--- src/hw/scd_pkg.sv ---
// Constants and types shared by the configuration and chip-select decoder
// Contract
// - Export bit set reverses data bus in selected internal cycles to show them outside.
// - Master reading on-chip I/O: float when export zero, drive when export one.
// - Master: drive on writes, receive on off-chip/memory reads, float refresh and idle.
// - Master intack: receive when daisy input low; on-chip: float or drive by export.
// - Not master: drive only for on-chip reads and on-chip intack, receive on memory reads and off-chip intack; otherwise float, export ignored.
// - Not master intack: drive for on-chip source, receive for off-chip source.
// - ROM disable one keeps ROM select inactive; zero lets ROM range assert it.
// - Two pin-select bits route the three triple-multiplexed pins per code.
// - Channel-select zero: both serial channels and parallel port on, host port off.
// - Channel-select one: channel B outputs off, parallel port off, host port on.
// - Daisy bit zero ranks serial controller first; one ranks emulation port first.
// - Serial and emulation interrupts share the interrupt zero request line.
// - RAM select asserts for memory address 19..12 within lower and upper bounds.
// - ROM select asserts for memory address 19..12 at or below ROM boundary.
// - On overlap only ROM select asserts; RAM select stays inactive.
// - Decoder uses CPU address bit 18 taken before timer output multiplexing.
// - All three boundary registers reset to all ones.
// - ROM disable forces ROM select inactive so RAM may overlay ROM.
package scd_pkg;
  localparam logic [7:0] SCD_ADDR_RAM_UB  = 8'he6;
  localparam logic [7:0] SCD_ADDR_RAM_LB  = 8'he7;
  localparam logic [7:0] SCD_ADDR_ROM_UB  = 8'he8;
  localparam logic [7:0] SCD_ADDR_SYSCFG  = 8'hef;
  localparam logic [7:0] SCD_BOUND_RESET  = 8'hff;
  localparam logic [7:0] SCD_SYSCFG_RESET = 8'h00;
  localparam int SCD_BIT_EXPORT   = 4;
  localparam int SCD_BIT_ROM_DIS  = 3;
  localparam int SCD_BIT_PINSEL_H = 2;
  localparam int SCD_BIT_PINSEL_L = 1;
  localparam int SCD_BIT_CHANSEL  = 1;
  localparam int SCD_BIT_DAISY    = 0;

  // Bus cycle kinds seen by the direction logic
  typedef enum logic [3:0] {
    SCD_CYC_IDLE,
    SCD_CYC_IO_WR_ON,
    SCD_CYC_IO_RD_ON,
    SCD_CYC_IO_WR_OFF,
    SCD_CYC_IO_RD_OFF,
    SCD_CYC_MEM_WR,
    SCD_CYC_MEM_RD,
    SCD_CYC_REFRESH,
    SCD_CYC_INTACK
  } scd_cycle_t;

  typedef enum logic [1:0] {
    SCD_DIR_Z,
    SCD_DIR_OUT,
    SCD_DIR_IN
  } scd_dir_t;

  typedef enum logic [1:0] {
    SCD_PINS_SERIAL,
    SCD_PINS_CHAN_B,
    SCD_PINS_HOST
  } scd_pins_t;
endpackage

--- src/hw/scd_cfg_if.sv ---
// Configuration fields passed from the register file to the decoders
interface scd_cfg_if;
  logic       exportDir;
  logic       romDisable;
  logic [1:0] pinSel;
  logic       daisyOrder;
  logic [7:0] ramUpper;
  logic [7:0] ramLower;
  logic [7:0] romUpper;
  modport src (output exportDir, output romDisable, output pinSel, output daisyOrder,
               output ramUpper, output ramLower, output romUpper);
  modport dst (input exportDir, input romDisable, input pinSel, input daisyOrder,
               input ramUpper, input ramLower, input romUpper);
endinterface

--- src/hw/scd_bus_direction.sv ---
// Data bus direction for each cycle kind and bus ownership
module scd_bus_direction (
  input  wire logic              clk,
  input  wire logic              rstn,
  scd_cfg_if.dst                 cfg,
  input  wire scd_pkg::scd_cycle_t cycle,
  input  wire logic              busMaster,
  input  wire logic              daisyIn,
  output logic                   dataOe,
  output logic                   dataIn
);
  function automatic scd_pkg::scd_dir_t dirOf(input scd_pkg::scd_cycle_t c,
                                              input logic m, input logic e, input logic d);
    scd_pkg::scd_dir_t r;
    r = scd_pkg::SCD_DIR_Z;
    unique case (c)
      scd_pkg::SCD_CYC_IO_WR_ON:  r = m ? scd_pkg::SCD_DIR_OUT : scd_pkg::SCD_DIR_Z;
      scd_pkg::SCD_CYC_IO_RD_ON:  r = (!m || e) ? scd_pkg::SCD_DIR_OUT
                                                : scd_pkg::SCD_DIR_Z;
      scd_pkg::SCD_CYC_IO_WR_OFF: r = m ? scd_pkg::SCD_DIR_OUT : scd_pkg::SCD_DIR_Z;
      scd_pkg::SCD_CYC_IO_RD_OFF: r = m ? scd_pkg::SCD_DIR_IN : scd_pkg::SCD_DIR_Z;
      scd_pkg::SCD_CYC_MEM_WR:    r = m ? scd_pkg::SCD_DIR_OUT : scd_pkg::SCD_DIR_Z;
      scd_pkg::SCD_CYC_MEM_RD:    r = scd_pkg::SCD_DIR_IN;
      scd_pkg::SCD_CYC_INTACK:
        if (!d) r = scd_pkg::SCD_DIR_IN;
        else    r = (!m || e) ? scd_pkg::SCD_DIR_OUT : scd_pkg::SCD_DIR_Z;
      default:                    r = scd_pkg::SCD_DIR_Z;
    endcase
    return r;
  endfunction

  wire scd_pkg::scd_dir_t dir = dirOf(cycle, busMaster, cfg.exportDir, daisyIn);

  always_ff @(posedge clk or negedge rstn) begin
    if (!rstn) begin
      dataOe <= 1'b0;
      dataIn <= 1'b0;
    end else begin
      dataOe <= dir == scd_pkg::SCD_DIR_OUT;
      dataIn <= dir == scd_pkg::SCD_DIR_IN;
    end
  end
endmodule

--- src/hw/scd_chip_select.sv ---
// Memory chip-select decoder against the three boundary registers
module scd_chip_select (
  input  wire logic       clk,
  input  wire logic       rstn,
  scd_cfg_if.dst          cfg,
  input  wire logic       memCycle,
  input  wire logic [7:0] addrHigh,
  output logic            romSelectN,
  output logic            ramSelectN
);
  wire logic inRom  = addrHigh <= cfg.romUpper;
  wire logic inRam  = (addrHigh <= cfg.ramUpper) && (addrHigh >= cfg.ramLower);
  wire logic romHit = memCycle && inRom && !cfg.romDisable;
  wire logic ramHit = memCycle && inRam && !romHit;

  // Registered so the selects are glitch free toward external memory
  always_ff @(posedge clk or negedge rstn) begin
    if (!rstn) begin
      romSelectN <= 1'b1;
      ramSelectN <= 1'b1;
    end else begin
      romSelectN <= !romHit;
      ramSelectN <= !ramHit;
    end
  end
endmodule

--- src/hw/scd_top.sv ---
// System configuration register, pin routing and chip-select decoding top
module scd_top (
  input  wire logic                clk,
  input  wire logic                rstn,
  input  wire logic [7:0]          ioAddr,
  input  wire logic                ioWrite,
  input  wire logic                ioRead,
  input  wire logic [7:0]          ioWrData,
  output logic      [7:0]          ioRdData,
  output logic                     ioRdHit,
  input  wire scd_pkg::scd_cycle_t cycle,
  input  wire logic                busMaster,
  input  wire logic                daisyChainIn,
  input  wire logic [7:0]          memAddrHigh,
  output logic                     dataOe,
  output logic                     dataIn,
  output logic                     romSelectN,
  output logic                     ramSelectN,
  input  wire logic                dma1TransferEndN,
  input  wire logic                clockedSerialTransmit,
  input  wire logic                clockedSerialClock,
  input  wire logic                chanBRequestToSendN,
  input  wire logic                chanBReadyReqN,
  input  wire logic                chanBWaitReqN,
  input  wire logic                hostReceiveReadyN,
  input  wire logic                hostTransmitReadyN,
  input  wire logic                hostInterrupt,
  output logic      [2:0]          muxPinOut,
  output scd_pkg::scd_pins_t       muxPinMode,
  output logic                     chanBOutEnable,
  output logic                     parallelPortEnable,
  output logic                     hostPortEnable,
  input  wire logic                serialIrq,
  input  wire logic                hostPortIrq,
  output logic                     sharedIrqZeroN,
  output logic                     hostPortFirst
);
  logic [7:0] sysCfg_q;
  logic [7:0] ramUb_q;
  logic [7:0] ramLb_q;
  logic [7:0] romUb_q;

  scd_cfg_if cfg ();

  wire logic wrCfg = ioWrite && ioAddr == scd_pkg::SCD_ADDR_SYSCFG;
  wire logic wrRUb = ioWrite && ioAddr == scd_pkg::SCD_ADDR_RAM_UB;
  wire logic wrRLb = ioWrite && ioAddr == scd_pkg::SCD_ADDR_RAM_LB;
  wire logic wrRom = ioWrite && ioAddr == scd_pkg::SCD_ADDR_ROM_UB;

  always_ff @(posedge clk or negedge rstn) begin
    if (!rstn) begin
      sysCfg_q <= scd_pkg::SCD_SYSCFG_RESET;
      ramUb_q  <= scd_pkg::SCD_BOUND_RESET;
      ramLb_q  <= scd_pkg::SCD_BOUND_RESET;
      romUb_q  <= scd_pkg::SCD_BOUND_RESET;
    end else begin
      if (wrCfg) sysCfg_q <= ioWrData;
      if (wrRUb) ramUb_q  <= ioWrData;
      if (wrRLb) ramLb_q  <= ioWrData;
      if (wrRom) romUb_q  <= ioWrData;
    end
  end

  wire logic hitAny = ioAddr == scd_pkg::SCD_ADDR_SYSCFG || ioAddr == scd_pkg::SCD_ADDR_RAM_UB
                   || ioAddr == scd_pkg::SCD_ADDR_RAM_LB || ioAddr == scd_pkg::SCD_ADDR_ROM_UB;
  wire logic [7:0] rdMux =
      ioAddr == scd_pkg::SCD_ADDR_SYSCFG ? sysCfg_q :
      ioAddr == scd_pkg::SCD_ADDR_RAM_UB ? ramUb_q  :
      ioAddr == scd_pkg::SCD_ADDR_RAM_LB ? ramLb_q  :
      ioAddr == scd_pkg::SCD_ADDR_ROM_UB ? romUb_q  : 8'h00;

  always_ff @(posedge clk or negedge rstn) begin
    if (!rstn) begin
      ioRdData <= 8'h00;
      ioRdHit  <= 1'b0;
    end else begin
      ioRdData <= ioRead ? rdMux : 8'h00;
      ioRdHit  <= ioRead && hitAny;
    end
  end

  assign cfg.exportDir  = sysCfg_q[scd_pkg::SCD_BIT_EXPORT];
  assign cfg.romDisable = sysCfg_q[scd_pkg::SCD_BIT_ROM_DIS];
  assign cfg.pinSel     = {sysCfg_q[scd_pkg::SCD_BIT_PINSEL_H],
                           sysCfg_q[scd_pkg::SCD_BIT_PINSEL_L]};
  assign cfg.daisyOrder = sysCfg_q[scd_pkg::SCD_BIT_DAISY];
  assign cfg.ramUpper   = ramUb_q;
  assign cfg.ramLower   = ramLb_q;
  assign cfg.romUpper   = romUb_q;

  // Daisy input is a pin: two flops before use
  // Address comes from the CPU on this clock: no sync, else selects lag the cycle kind
  logic daisyMeta_q;
  logic daisySync_q;
  always_ff @(posedge clk or negedge rstn) begin
    if (!rstn) begin
      daisyMeta_q <= 1'h0;
      daisySync_q <= 1'h0;
    end else begin
      daisyMeta_q <= daisyChainIn;
      daisySync_q <= daisyMeta_q;
    end
  end

  scd_bus_direction uDir (
    .clk       (clk),
    .rstn      (rstn),
    .cfg       (cfg),
    .cycle     (cycle),
    .busMaster (busMaster),
    .daisyIn   (daisySync_q),
    .dataOe    (dataOe),
    .dataIn    (dataIn)
  );

  wire logic memCycle = cycle == scd_pkg::SCD_CYC_MEM_RD
                     || cycle == scd_pkg::SCD_CYC_MEM_WR;

  scd_chip_select uCs (
    .clk        (clk),
    .rstn       (rstn),
    .cfg        (cfg),
    .memCycle   (memCycle),
    .addrHigh   (memAddrHigh), // Bit 6 is CPU A18 before timer muxing
    .romSelectN (romSelectN),
    .ramSelectN (ramSelectN)
  );

  // Bit 1 is shared by pin select and channel select, as in the register layout
  wire logic chanMode1 = sysCfg_q[scd_pkg::SCD_BIT_CHANSEL];
  wire scd_pkg::scd_pins_t pinMode =
      cfg.pinSel == 2'b11 ? scd_pkg::SCD_PINS_HOST :
      cfg.pinSel == 2'b10 ? scd_pkg::SCD_PINS_CHAN_B : scd_pkg::SCD_PINS_SERIAL;
  wire logic [2:0] pinMux =
      pinMode == scd_pkg::SCD_PINS_HOST   ?
        {hostReceiveReadyN, hostTransmitReadyN, hostInterrupt} :
      pinMode == scd_pkg::SCD_PINS_CHAN_B ?
        {chanBRequestToSendN, chanBReadyReqN, chanBWaitReqN} :
        {dma1TransferEndN, clockedSerialTransmit, clockedSerialClock};

  // No priority here: either pending source asserts the shared request; the rank only goes out on hostPortFirst
  wire logic irqAny = serialIrq || hostPortIrq;

  always_ff @(posedge clk or negedge rstn) begin
    if (!rstn) begin
      muxPinOut          <= 3'h7;
      muxPinMode         <= scd_pkg::SCD_PINS_SERIAL;
      chanBOutEnable     <= 1'b1;
      parallelPortEnable <= 1'b1;
      hostPortEnable     <= 1'b0;
      sharedIrqZeroN     <= 1'b1;
      hostPortFirst      <= 1'b0;
    end else begin
      muxPinOut          <= pinMux;
      muxPinMode         <= pinMode;
      chanBOutEnable     <= !chanMode1;
      parallelPortEnable <= !chanMode1;
      hostPortEnable     <= chanMode1;
      sharedIrqZeroN     <= !irqAny;
      hostPortFirst      <= cfg.daisyOrder;
    end
  end
endmodule

--- config.mk ---
export PLATFORM = sky130hd
export DESIGN_NAME = scd_top
export DESIGN_NICKNAME = d
export VERILOG_FILES = /design/src/hw/scd_pkg.sv /design/src/hw/scd_cfg_if.sv /design/src/hw/scd_bus_direction.sv /design/src/hw/scd_chip_select.sv /design/src/hw/scd_top.sv
export SDC_FILE = /design/constraint.sdc
export NUM_CORES = 1
export LEC_CHECK = 0
export CELL_PAD_IN_SITES_DETAIL_PLACEMENT = 1
export CELL_PAD_IN_SITES_GLOBAL_PLACEMENT = 2
export CORE_MARGIN = 2
export CORE_UTILIZATION = 41
export CTS_CLUSTER_SIZE = 8
export DETAILED_ROUTE_END_ITERATION = 16
export DONT_BUFFER_PORTS = 1
export PLACE_DENSITY_LB_ADDON = 0.15
export SETUP_SLACK_MARGIN = 0.05
export SYNTH_ARGS = -nofsm -noshare
export SYNTH_HDL_FRONTEND = slang
export SYNTH_HIERARCHICAL = 1
export SYNTH_SLANG_ARGS = --single-unit
--- constraint.sdc ---
create_clock -name clk -period 2.5 [get_ports clk]
set_input_delay 0.5 -clock clk [delete_from_list [all_inputs] [get_ports clk]]
set_output_delay 0.5 -clock clk [all_outputs]
set_load 0.005 [all_outputs]
# [Word level (Yosys, flattened, before mapping)]
# Index checks and enable logic that the tools add are counted.
# W data, S select, Z words.
[op_classes] addsub=0 multipliers=0 n_lt_le_gt_ge=3 n_eq_ne=17 n_reduce_logical=23 shifts=0 bitwise_logic=0 div=0 muxes=14
[ops] op="$mux W8" n=5
[ops] op="$eq A8 B8 Y1 const B" n=4
[ops] op="$le A8 B8 Y1" n=2
[ops] op="$eq A4 B3 Y1 const B" n=3
[ops] op="$logic_and A1 B1 Y1" n=10
[ops] op="$pmux W2 S5" n=1
[ops] op="$eq A2 B2 Y1 const B" n=4
[ops] op="$eq A4 B2 Y1 const B" n=2
[ops] op="$ge A8 B8 Y1" n=1
[ops] op="$logic_not A1 Y1" n=6
[ops] op="$logic_or A1 B1 Y1" n=6
[ops] op="$mux W2" n=3
[ops] op="$mux W3" n=2
[ops] op="$eq A2 B1 Y1 const B" n=2
[ops] op="$eq A4 B1 Y1 const B" n=1
[ops] op="$eq A4 B4 Y1 const B" n=1
[ops] op="$mux W1" n=3
[ops] op="$reduce_or A3 Y1" n=1
[word_totals] reg_bits=56 romBits=0 n_memories=0 latchBits=0 inputBits=45 ramBits=0

# [Depth between registers and ports, before layout]
# Gate-level depths: netlist of run 1.
[depth] word_depth=7 depth_mapped=7 ltp_nobuf=7

# [Hierarchy]
# Netlist of run 1, hierarchy kept.
[by_module_without_submodules] module="scd_top" n_inst=1 cells_each=163 seq_area_each_um2=1337.5 area_per_inst_um2=2235.9
[by_module_without_submodules] module="scd_chip_select" n_inst=1 cells_each=87 seq_area_each_um2=52.6 area_per_inst_um2=646.9
[by_module_without_submodules] module="scd_bus_direction" n_inst=1 cells_each=13 seq_area_each_um2=50.0 area_per_inst_um2=131.4

# [Worst setup path before layout of run 1]
# OpenSTA, ideal clock, no wires.
[synth_path] path_type="in2reg" startpoint="in ioAddr[0]" endpoint="reg ramUb_q[0], in the netlist cfg.ramUpper[0]" cell_stages=6 n_path_buf=3 setup_slack_ns=0.697 arrival_time_ns=1.720 setup_time_ns=0.082 required_time_ns=2.418 cell_sequence="buf_6 -> nand4bb_1 -> buf_2 -> or3b_1 -> buf_6 -> mux2_4"
[synth_between] elab_chain_cells=2
[synth_lines] element="from (decl)" line="scd_top.sv:5" source="input wire logic [7:0] ioAddr,"
[synth_lines] element="$eq A8 B8 Y1" line="scd_top.sv:46" source="wire logic wrRUb = ioWrite && ioAddr == scd_pkg::SCD_ADDR_RAM_UB;"
[synth_lines] element="$logic_and A1 B1 Y1" line="scd_top.sv:46"
[synth_lines] element="to (signal assigned)" line="scd_top.sv:53" source="ramUb_q <= scd_pkg::SCD_BOUND_RESET;"
[synth_lines] element="to (signal assigned)" line="scd_top.sv:58" source="if (wrRUb) ramUb_q <= ioWrData;"
[synth_lines] element="to (decl)" line="scd_top.sv:39" source="logic [7:0] ramUb_q;"
# Every way passes these cells.
# A chain may end at the register's enable or synchronous reset.

# [Final worst setup path of run 1]
[layout_path] startpoint="reg romUb_q[7], in the netlist cfg.romUpper[7]" endpoint="reg uCs.romSelectN"
[layout_between] elab_chain_cells=4
[layout_lines] element="from (decl)" line="scd_top.sv:41" source="logic [7:0] romUb_q;"
[layout_lines] element="from (signal assigned)" line="scd_top.sv:55" source="romUb_q <= scd_pkg::SCD_BOUND_RESET;"
[layout_lines] element="from (signal assigned)" line="scd_top.sv:60" source="if (wrRom) romUb_q <= ioWrData;"
[layout_lines] element="$le A8 B8 Y1" line="scd_chip_select.sv:11" source="wire logic inRom = addrHigh <= cfg.romUpper;"
[layout_lines] element="$logic_and A1 B1 Y1 (2 in a row)" line="scd_chip_select.sv:13" source="wire logic romHit = memCycle && inRom && !cfg.romDisable;"
[layout_lines] element="$logic_not A1 Y1" line="scd_chip_select.sv:22" source="romSelectN <= !romHit;"
[layout_lines] element="to (signal assigned)" line="scd_chip_select.sv:22"
[layout_lines] element="to (decl)" line="scd_chip_select.sv:8" source="output logic romSelectN,"
# Every way passes these cells.

==> results of run 1 <==
state kept, by name (all words and copies together), names as in the netlist, 2 cells and up:
signal and flops:
cfg.ramUpper 8, muxPinMode 2, cfg.ramLower 8, sysCfg_q 8
muxPinOut 3, ioRdData 8, cfg.romUpper 8
worst reg2reg max path, stage by stage, from the launching register on:
cell	delay, ns
dfstp_2	0.57
inv_1	0.06
ha_1	0.32
a21oi_1	0.16
o21ai_1	0.11
mux2_2	0.28
a2bb2oi_1	0.14
or2_1	0.21
final timing paths:
kind / start / to / slack [ns] / cells past startpoint
setup / recovery: cfg.romUpper[7]$_DFFE_PN1P_ / uCs/romSelectN$_DFF_PN1_ / 0.58 / 7
setup reg to reg: cfg.romUpper[7]$_DFFE_PN1P_ / uCs/romSelectN$_DFF_PN1_ / 0.58 / 7
hold / removal: rstn / cfg.romUpper[5]$_DFFE_PN1P_ / 0.17 / 1
hold reg to reg: daisyMeta_q$_DFF_PN0_ / daisySync_q$_DFF_PN0_ / 0.36 / 0
min in group clk: serialIrq / sharedIrqZeroN$_DFF_PN1_ / 0.19 / 1
max in group asynchronous: rstn / cfg.ramUpper[3]$_DFFE_PN1P_ / 1.65 / 1
cell type report:
cell class | instances | area share
multi-input cells | 170 | 0.430
clock buffers | 5 | 0.0209
clock inverters | 3 | 0.0141
inverters | 27 | 0.0308
repair buffers | 8 | 0.0282
well taps | 99 | 0.0377
flip-flops and latches | 56 | 0.438
kinds of logic after synthesis:
logic type / count (synthesis)
mux: 36
buf+inv: 37
xor+xnor: 1
flops: 56
fa+ha+maj: 24
compound gates: 44
simple gates: 65
power breakdown:
part	switching, mW	total, mW	internal, mW	leakage, nW
clock	0.313	0.615	0.302	0.0548
sequential	0.0328	0.994	0.961	0.663
combinational	0.0961	0.188	0.0922	0.668
total	0.442	1.80	1.36	1.39
metrics by stage:
stage	worst slack, ns	power (mW)	hold WS, ns	instances
CTS	0.563	1.80	0.00555	365
detailed placement	0.544	1.17	0.206	355
finish	0.578	1.80	0.173	368
global route	0.460	1.89	0.166	368
floorplan	0.697	1.13	0.204	263
global placement	0.448	1.16	0.206	355
per-layer routing:
metal | vias to the layer above | wire, um
met5 | - | 0
li1 | 947 | -
met4 | 0 | 51
met2 | 56 | 3390
met1 | 981 | 3450
met3 | 4 | 349
what timing repair did:
item / CTS / global route
setup endpoints to repair: 0 / 0
hold endpoints to repair: 25 / 20
buffers inserted: 0 / 0
hold buffers: 2 / 3
placed cells by master, fill, tap and decap left out, types with 3 or more instances in the layout:
cell type       n
nor2b_1         4
mux2i_1         3
nor2_1         19
mux2_2         25
o21ai_0         6
mux2_4          8
o211ai_1        8
dfstp_2        31
a2111oi_0       6
dfrtp_1        25
nand2_1        11
dlygate4sd3_1   3
a21oi_1        15
ha_1           24
nand4_1         5
o22ai_1         3
clkbuf_8        5
inv_1          27
nor3_1          4
or3b_1          3
buf_4           3
==> run_results.csv, run 1 <==
group,metric,value,unit
outcome,outcome,"finished clean",
timing,rsz0062_at_grt,"false",
logic_synthesis,synth.distinct_cells,41,
layout,drive_gt1_frac,0.309,
timing,post-route-min-period,1.92,ns
layout,postLayoutCoreUtil,0.458,
logic_synthesis,synthCells,263,
layout,seqCellArea,0.00144,sq mm
cts,clock_sinks,56,
critical_path,endpoint_kind,"register",
grt,grt_pass1_wl,11.8,mm
cts,path_clk_slew,0.10,ns
critical_path,cp_top_family,"flip-flops",
placed_design,dp_hpwl,5.23,mm
critical_path,crit_chain,"inv_1, ha_1, a21oi_1, o21ai_1, mux2_2, a2bb2oi_1, or2_1",
cts,cts.path.max_buffers,2,
timing,timing.slew.headroom,0.622,
logic_synthesis,netlist.area_leader.share,0.270,
floorplanning,start_util,0.420,
critical_path,cp-start-kind,"register",
grt,grt_util_met3,0.0436,
logic_synthesis,synth_top_family_by_area,"multiplexers",
cts,cts_max_level,2,
timing,drv_slew,0,
floorplanning,dieArea,0.00805,sq mm
grt,grtUsageMet1,0.259,
logic_synthesis,synth_area_per_cell,11.5,sq um
floorplanning,die_h,89.7,um
detailed_routing,drc_errors,0,
logic_synthesis,synthArstFlopShare,1.00,
timing,clock_skew,0.00749,ns
hold_path,hold_path_class,"in -> async",
layout,finalInstanceArea,0.00329,sq mm
logic_synthesis,synth-xor-area-share,0.00291,
logic_synthesis,yosys.area.top_type,"dfstp_2",
logic_synthesis,synth_fp_nets,332,
timing,setup_tns,0,ns
layout,fin_nets,337,
detailed_routing,drt_iter0_drc,100,
logic_synthesis,synth_flop_cell,"dfstp_2",
logic_synthesis,synthMostInstantiatedCell,"dfstp_2",
grt,busiest_layer,"met2",
detailed_routing,vias,1988,
critical_path,critical_path_arrival,2.17,ns
power_and_ir_drop,leakagePower,1.39,nW
timing,max_clock_freq,520,MHz
detailed_routing,via_per_inst,5.40,
detailed_routing,drt_wl_total,7.24,mm
logic_synthesis,synth_mux_area_frac,0.143,
detailed_routing,wl_per_cell,19.7,um
cts,ctsResizeCount,0,
critical_path,critPathBufInv,1,
cts,tritoncts,"yes",
logic_synthesis,yosysSeqAreaShare,0.478,
logic_synthesis,yosys-top-cells-count,"dfstp_2 (31), inv_1 (27), dfrtp_1 (25), mux2_2 (25), ha_1 (24)",
critical_path,cp_slowest_stage_delay,0.57,ns
cts,root_buffer,"clkbuf_8",
cts,clk_latency,0.32,ns
run,cap_violations,0,
power_and_ir_drop,peakVddDrop,0.000209,V
floorplanning,coreArea,0.00718,sq mm
critical_path,path_max_fanout,3,
grt,grt_start_max_net_pins,33,
power_and_ir_drop,p_per_area,547,mW/mm^2
timing,setup_viol,0,
placed_design,gp_congestion,0.744,
logic_synthesis,synth_compound_area_frac,0.0963,
layout,multi_input_area,0.00141,sq mm
logic_synthesis,synthesis.area,0.00301,sq mm
logic_synthesis,synth_adder_area_share,0.0996,
grt,antenna_found_initial,0,
detailed_routing,dr.pass1.iters,4,
critical_path,cp.required,2.75,ns
grt,use_met2,0.302,
critical_path,critPathKind,"reg -> reg",
grt,grt_pass1_vias,2206,
layout,fillers,794,
logic_synthesis,synthSimpleGateAreaFrac,0.127,
layout,area_growth,9.01,%
floorplanning,ioPinCount,68,
detailed_routing,ant_nets,0,
layout,num_antenna_cells,0,
placed_design,placed_area,0.00310,sq mm
grt,grt.overflow.total,0,
floorplanning,rows,31,
logic_synthesis,synth_area_leaders,"dfstp_2 (27%), dfrtp_1 (21%), ha_1 (10%)",
placed_design,io_buffers,0,
logic_synthesis,ys_ff_latch,56,
cts,cts_buffers,5,
floorplanning,die_w,89.7,um
critical_path,slowest_stage,"dfstp_2",
logic_synthesis,synth_edf_count,0,
grt,grt_usage,0.186,
timing,period_share,0.769,
timing,tightest_slew,0.567,ns
logic_synthesis,yosysWarnings,6,
timing,hold_violations,0,
(Power assumes the default switching activity.)
==> run 2, diff against run 1 <==
--- a/config.mk
+++ b/config.mk
@@ -8,7 +8,7 @@
 export CELL_PAD_IN_SITES_DETAIL_PLACEMENT = 1
 export CELL_PAD_IN_SITES_GLOBAL_PLACEMENT = 2
 export CORE_MARGIN = 2
-export CORE_UTILIZATION = 41
+export CORE_UTILIZATION = 37
 export CTS_CLUSTER_SIZE = 8
 export DETAILED_ROUTE_END_ITERATION = 16
 export DONT_BUFFER_PORTS = 1
==> constraint.sdc (replaced) <==
create_clock -name clk -period 1.59 [get_ports clk]
set_input_delay 0.318 -clock clk [delete_from_list [all_inputs] [get_ports clk]]
set_output_delay 0.318 -clock clk [all_outputs]
set_load 0.005 [all_outputs]
==> run 2 against run 1 <==
Compared with the run above: the flow now finishes with violations (hold timing, setup timing); combinational power is 82% higher; cell area increased by 7.8%; worst setup slack worse by 0.69 ns; sequential share of layout area shrank 3.2 points; non-clock buffer count grew 19; largest power group unchanged; largest cell class is now multi-input combinational cells; count of clock-buffer cells in the layout grew 1; highest routed layer unchanged; critical path depth is 1 lower.
==> run_results.csv, run 2 (synthesis results as in run 1) <==
group,metric,value,unit
timing,rsz0062_at_grt,"true",
layout,area_growth,17.6,%
power_and_ir_drop,sw_frac_of_total,0.237,
placed_design,dp_hpwl,5.49,mm
grt,grt_util_met3,0.0361,
cts,cts_max_level,2,
timing,hold_ws,-0.311,ns
power_and_ir_drop,clkPwrFrac,0.347,
critical_path,cp.required,1.84,ns
critical_path,endpoint_kind,"register",
critical_path,critical_path_arrival,1.95,ns
detailed_routing,drt_wl_total,7.60,mm
timing,clock_skew,0.00563,ns
critical_path,cp-start-kind,"register",
critical_path,cp-startpoint,"cfg.romUpper[7]$_DFFE_PN1P_",
run,cap_violations,0,
floorplanning,dieArea,0.00888,sq mm
detailed_routing,vias,2054,
cts,clock_sinks,56,
cts,path_clk_slew,0.10,ns
grt,grt_start_max_net_pins,57,
detailed_routing,ant_nets,0,
critical_path,critPathKind,"reg -> reg",
timing,timing.slew.headroom,0.695,
power_and_ir_drop,power_frac_comb,0.118,
grt,grt_pass1_wl,12.1,mm
layout,layout_commonest_cell,"dfstp_2",
hold_path,hold_path_class,"in -> async",
grt,grtUsageMet1,0.277,
detailed_routing,via_per_inst,5.27,
power_and_ir_drop,seqPwrFrac,0.535,
cts,cts_buffers,5,
power_and_ir_drop,p_per_area,819,mW/mm^2
layout,layout_common_cells,"dfstp_2 (31), dfrtp_1 (25), mux2_2 (24), buf_4 (24), inv_1 (23)",
outcome,outcome,"finished, violations left",
grt,use_met2,0.265,
timing,post-route-min-period,1.70,ns
cts,tritoncts,"yes",
grt,grt_pass1_vias,2213,
timing,setup_tns,-0.111,ns
power_and_ir_drop,peakVddDrop,0.000384,V
layout,drive_gt1_frac,0.424,
timing,setup_viol,2,
grt,grt.overflow.total,0,
timing,fin_ws,-0.109,ns
layout,postLayoutCoreUtil,0.454,
cts,cts_setup_buffers,0,
placed_design,gp_congestion,0.730,
placed_design,io_buffers,0,
critical_path,r2r_cells,6,
floorplanning,start_util,0.386,
cts,cts.path.max_buffers,2,
grt,grt_usage,0.181,
timing,period_share,1.07,
detailed_routing,wl_per_cell,19.5,um
timing,hold_violations,56,
critical_path,path_max_fanout,3,
timing,tightest_slew,0.446,ns
floorplanning,ioPinCount,68,
layout,fin_nets,356,
floorplanning,coreArea,0.00781,sq mm
power_and_ir_drop,leakagePower,1.51,nW
power_and_ir_drop,p_int,2.21,mW
detailed_routing,dr.pass1.iters,4,
power_and_ir_drop,total_power,2.90,mW
outcome,violations,"hold timing, setup timing",
layout,num_antenna_cells,0,
detailed_routing,drc_errors,0,
critical_path,r2r_start,"cfg.romUpper[7]$_DFFE_PN1P_",
timing,max_clock_freq,589,MHz
power_and_ir_drop,p_sw,687,uW
floorplanning,die_w,94.3,um
timing,drv_slew,0,
cts,root_buffer,"clkbuf_8",
detailed_routing,drt_iter0_drc,65,
floorplanning,rows,32,
grt,antenna_found_initial,0,
floorplanning,die_h,94.3,um
grt,busiest_layer,"met1",
cts,clk_latency,0.31,ns
[run 2: cell count changes in the layout (fill, tap and decap cells not counted), moves of 3 or more]
cell,before,now
inv_1,27,23
buf_4,3,24
a21oi_1,15,12
a21oi_2,0,3
ha_1,24,19
ha_4,0,5
inv_2,0,4
[run 2: layer usage]
layer	part of all wire	up-vias
li1	-	981
met1	0.51	1014
met2	0.43	54
met3	0.047	5
met4	0.0086	0
met5	0	-
[run 2: power groups by stage]
stage	Sequential, mW	Clock [mW]	Combinational [mW]
2_1_floorplan	1.56	0	0.218
3_3_place_gp	1.57	0	0.295
3_5_place_dp	1.58	0	0.303
4_1_cts	1.55	1.04	0.317
5_1_grt	1.56	1.10	0.386
6_report	1.55	1.01	0.343
[run 2: per-stage QoR]
stage               area (sq um)  instances  worst slack [ns]
floorplan                   3030        263           -0.0960
global placement            3310        381            -0.145
detailed placement          3310        381            -0.180
CTS                         3470        389            -0.111
global route                3540        390            -0.179
finish                      3540        390            -0.109
[run 2: cell type report]
class                   count  area [sq um]
fillers                   862          4260
multi-input cells         170          1520
flip-flops and latches     56          1440
repair buffers             27           230
well taps                 102           128
inverters                  27           101
clock buffers               6          82.6
clock inverters             2          38.8
[run 2: worst paths after layout]
path / slack (ns) / end
max: -0.11 / uCs/romSelectN$_DFF_PN1_
min: -0.31 / ioRdData[5]$_DFF_PN0_
max reg2reg: -0.11 / uCs/romSelectN$_DFF_PN1_
min reg2reg: 0.36 / daisySync_q$_DFF_PN0_
max in group asynchronous: 1.71 / cfg.ramLower[6]$_DFFE_PN1P_
min in group clk: 0.02 / sharedIrqZeroN$_DFF_PN1_
[run 2: repair_timing]
item / CTS / global route
endpoints found under the setup margin: 3 / 3
resized for setup: 8 / 14
pin swaps: 4 / 7
endpoints found under the hold margin: 56 / 57
[run 2: worst max-delay path, stage by stage, from the launching register on]
cell and delay, ns:
dfstp_2 0.55, inv_2 0.04, ha_4 0.27, nand4_1 0.11, mux2_4 0.32, a2bb2oi_2 0.14
or2_1 0.20
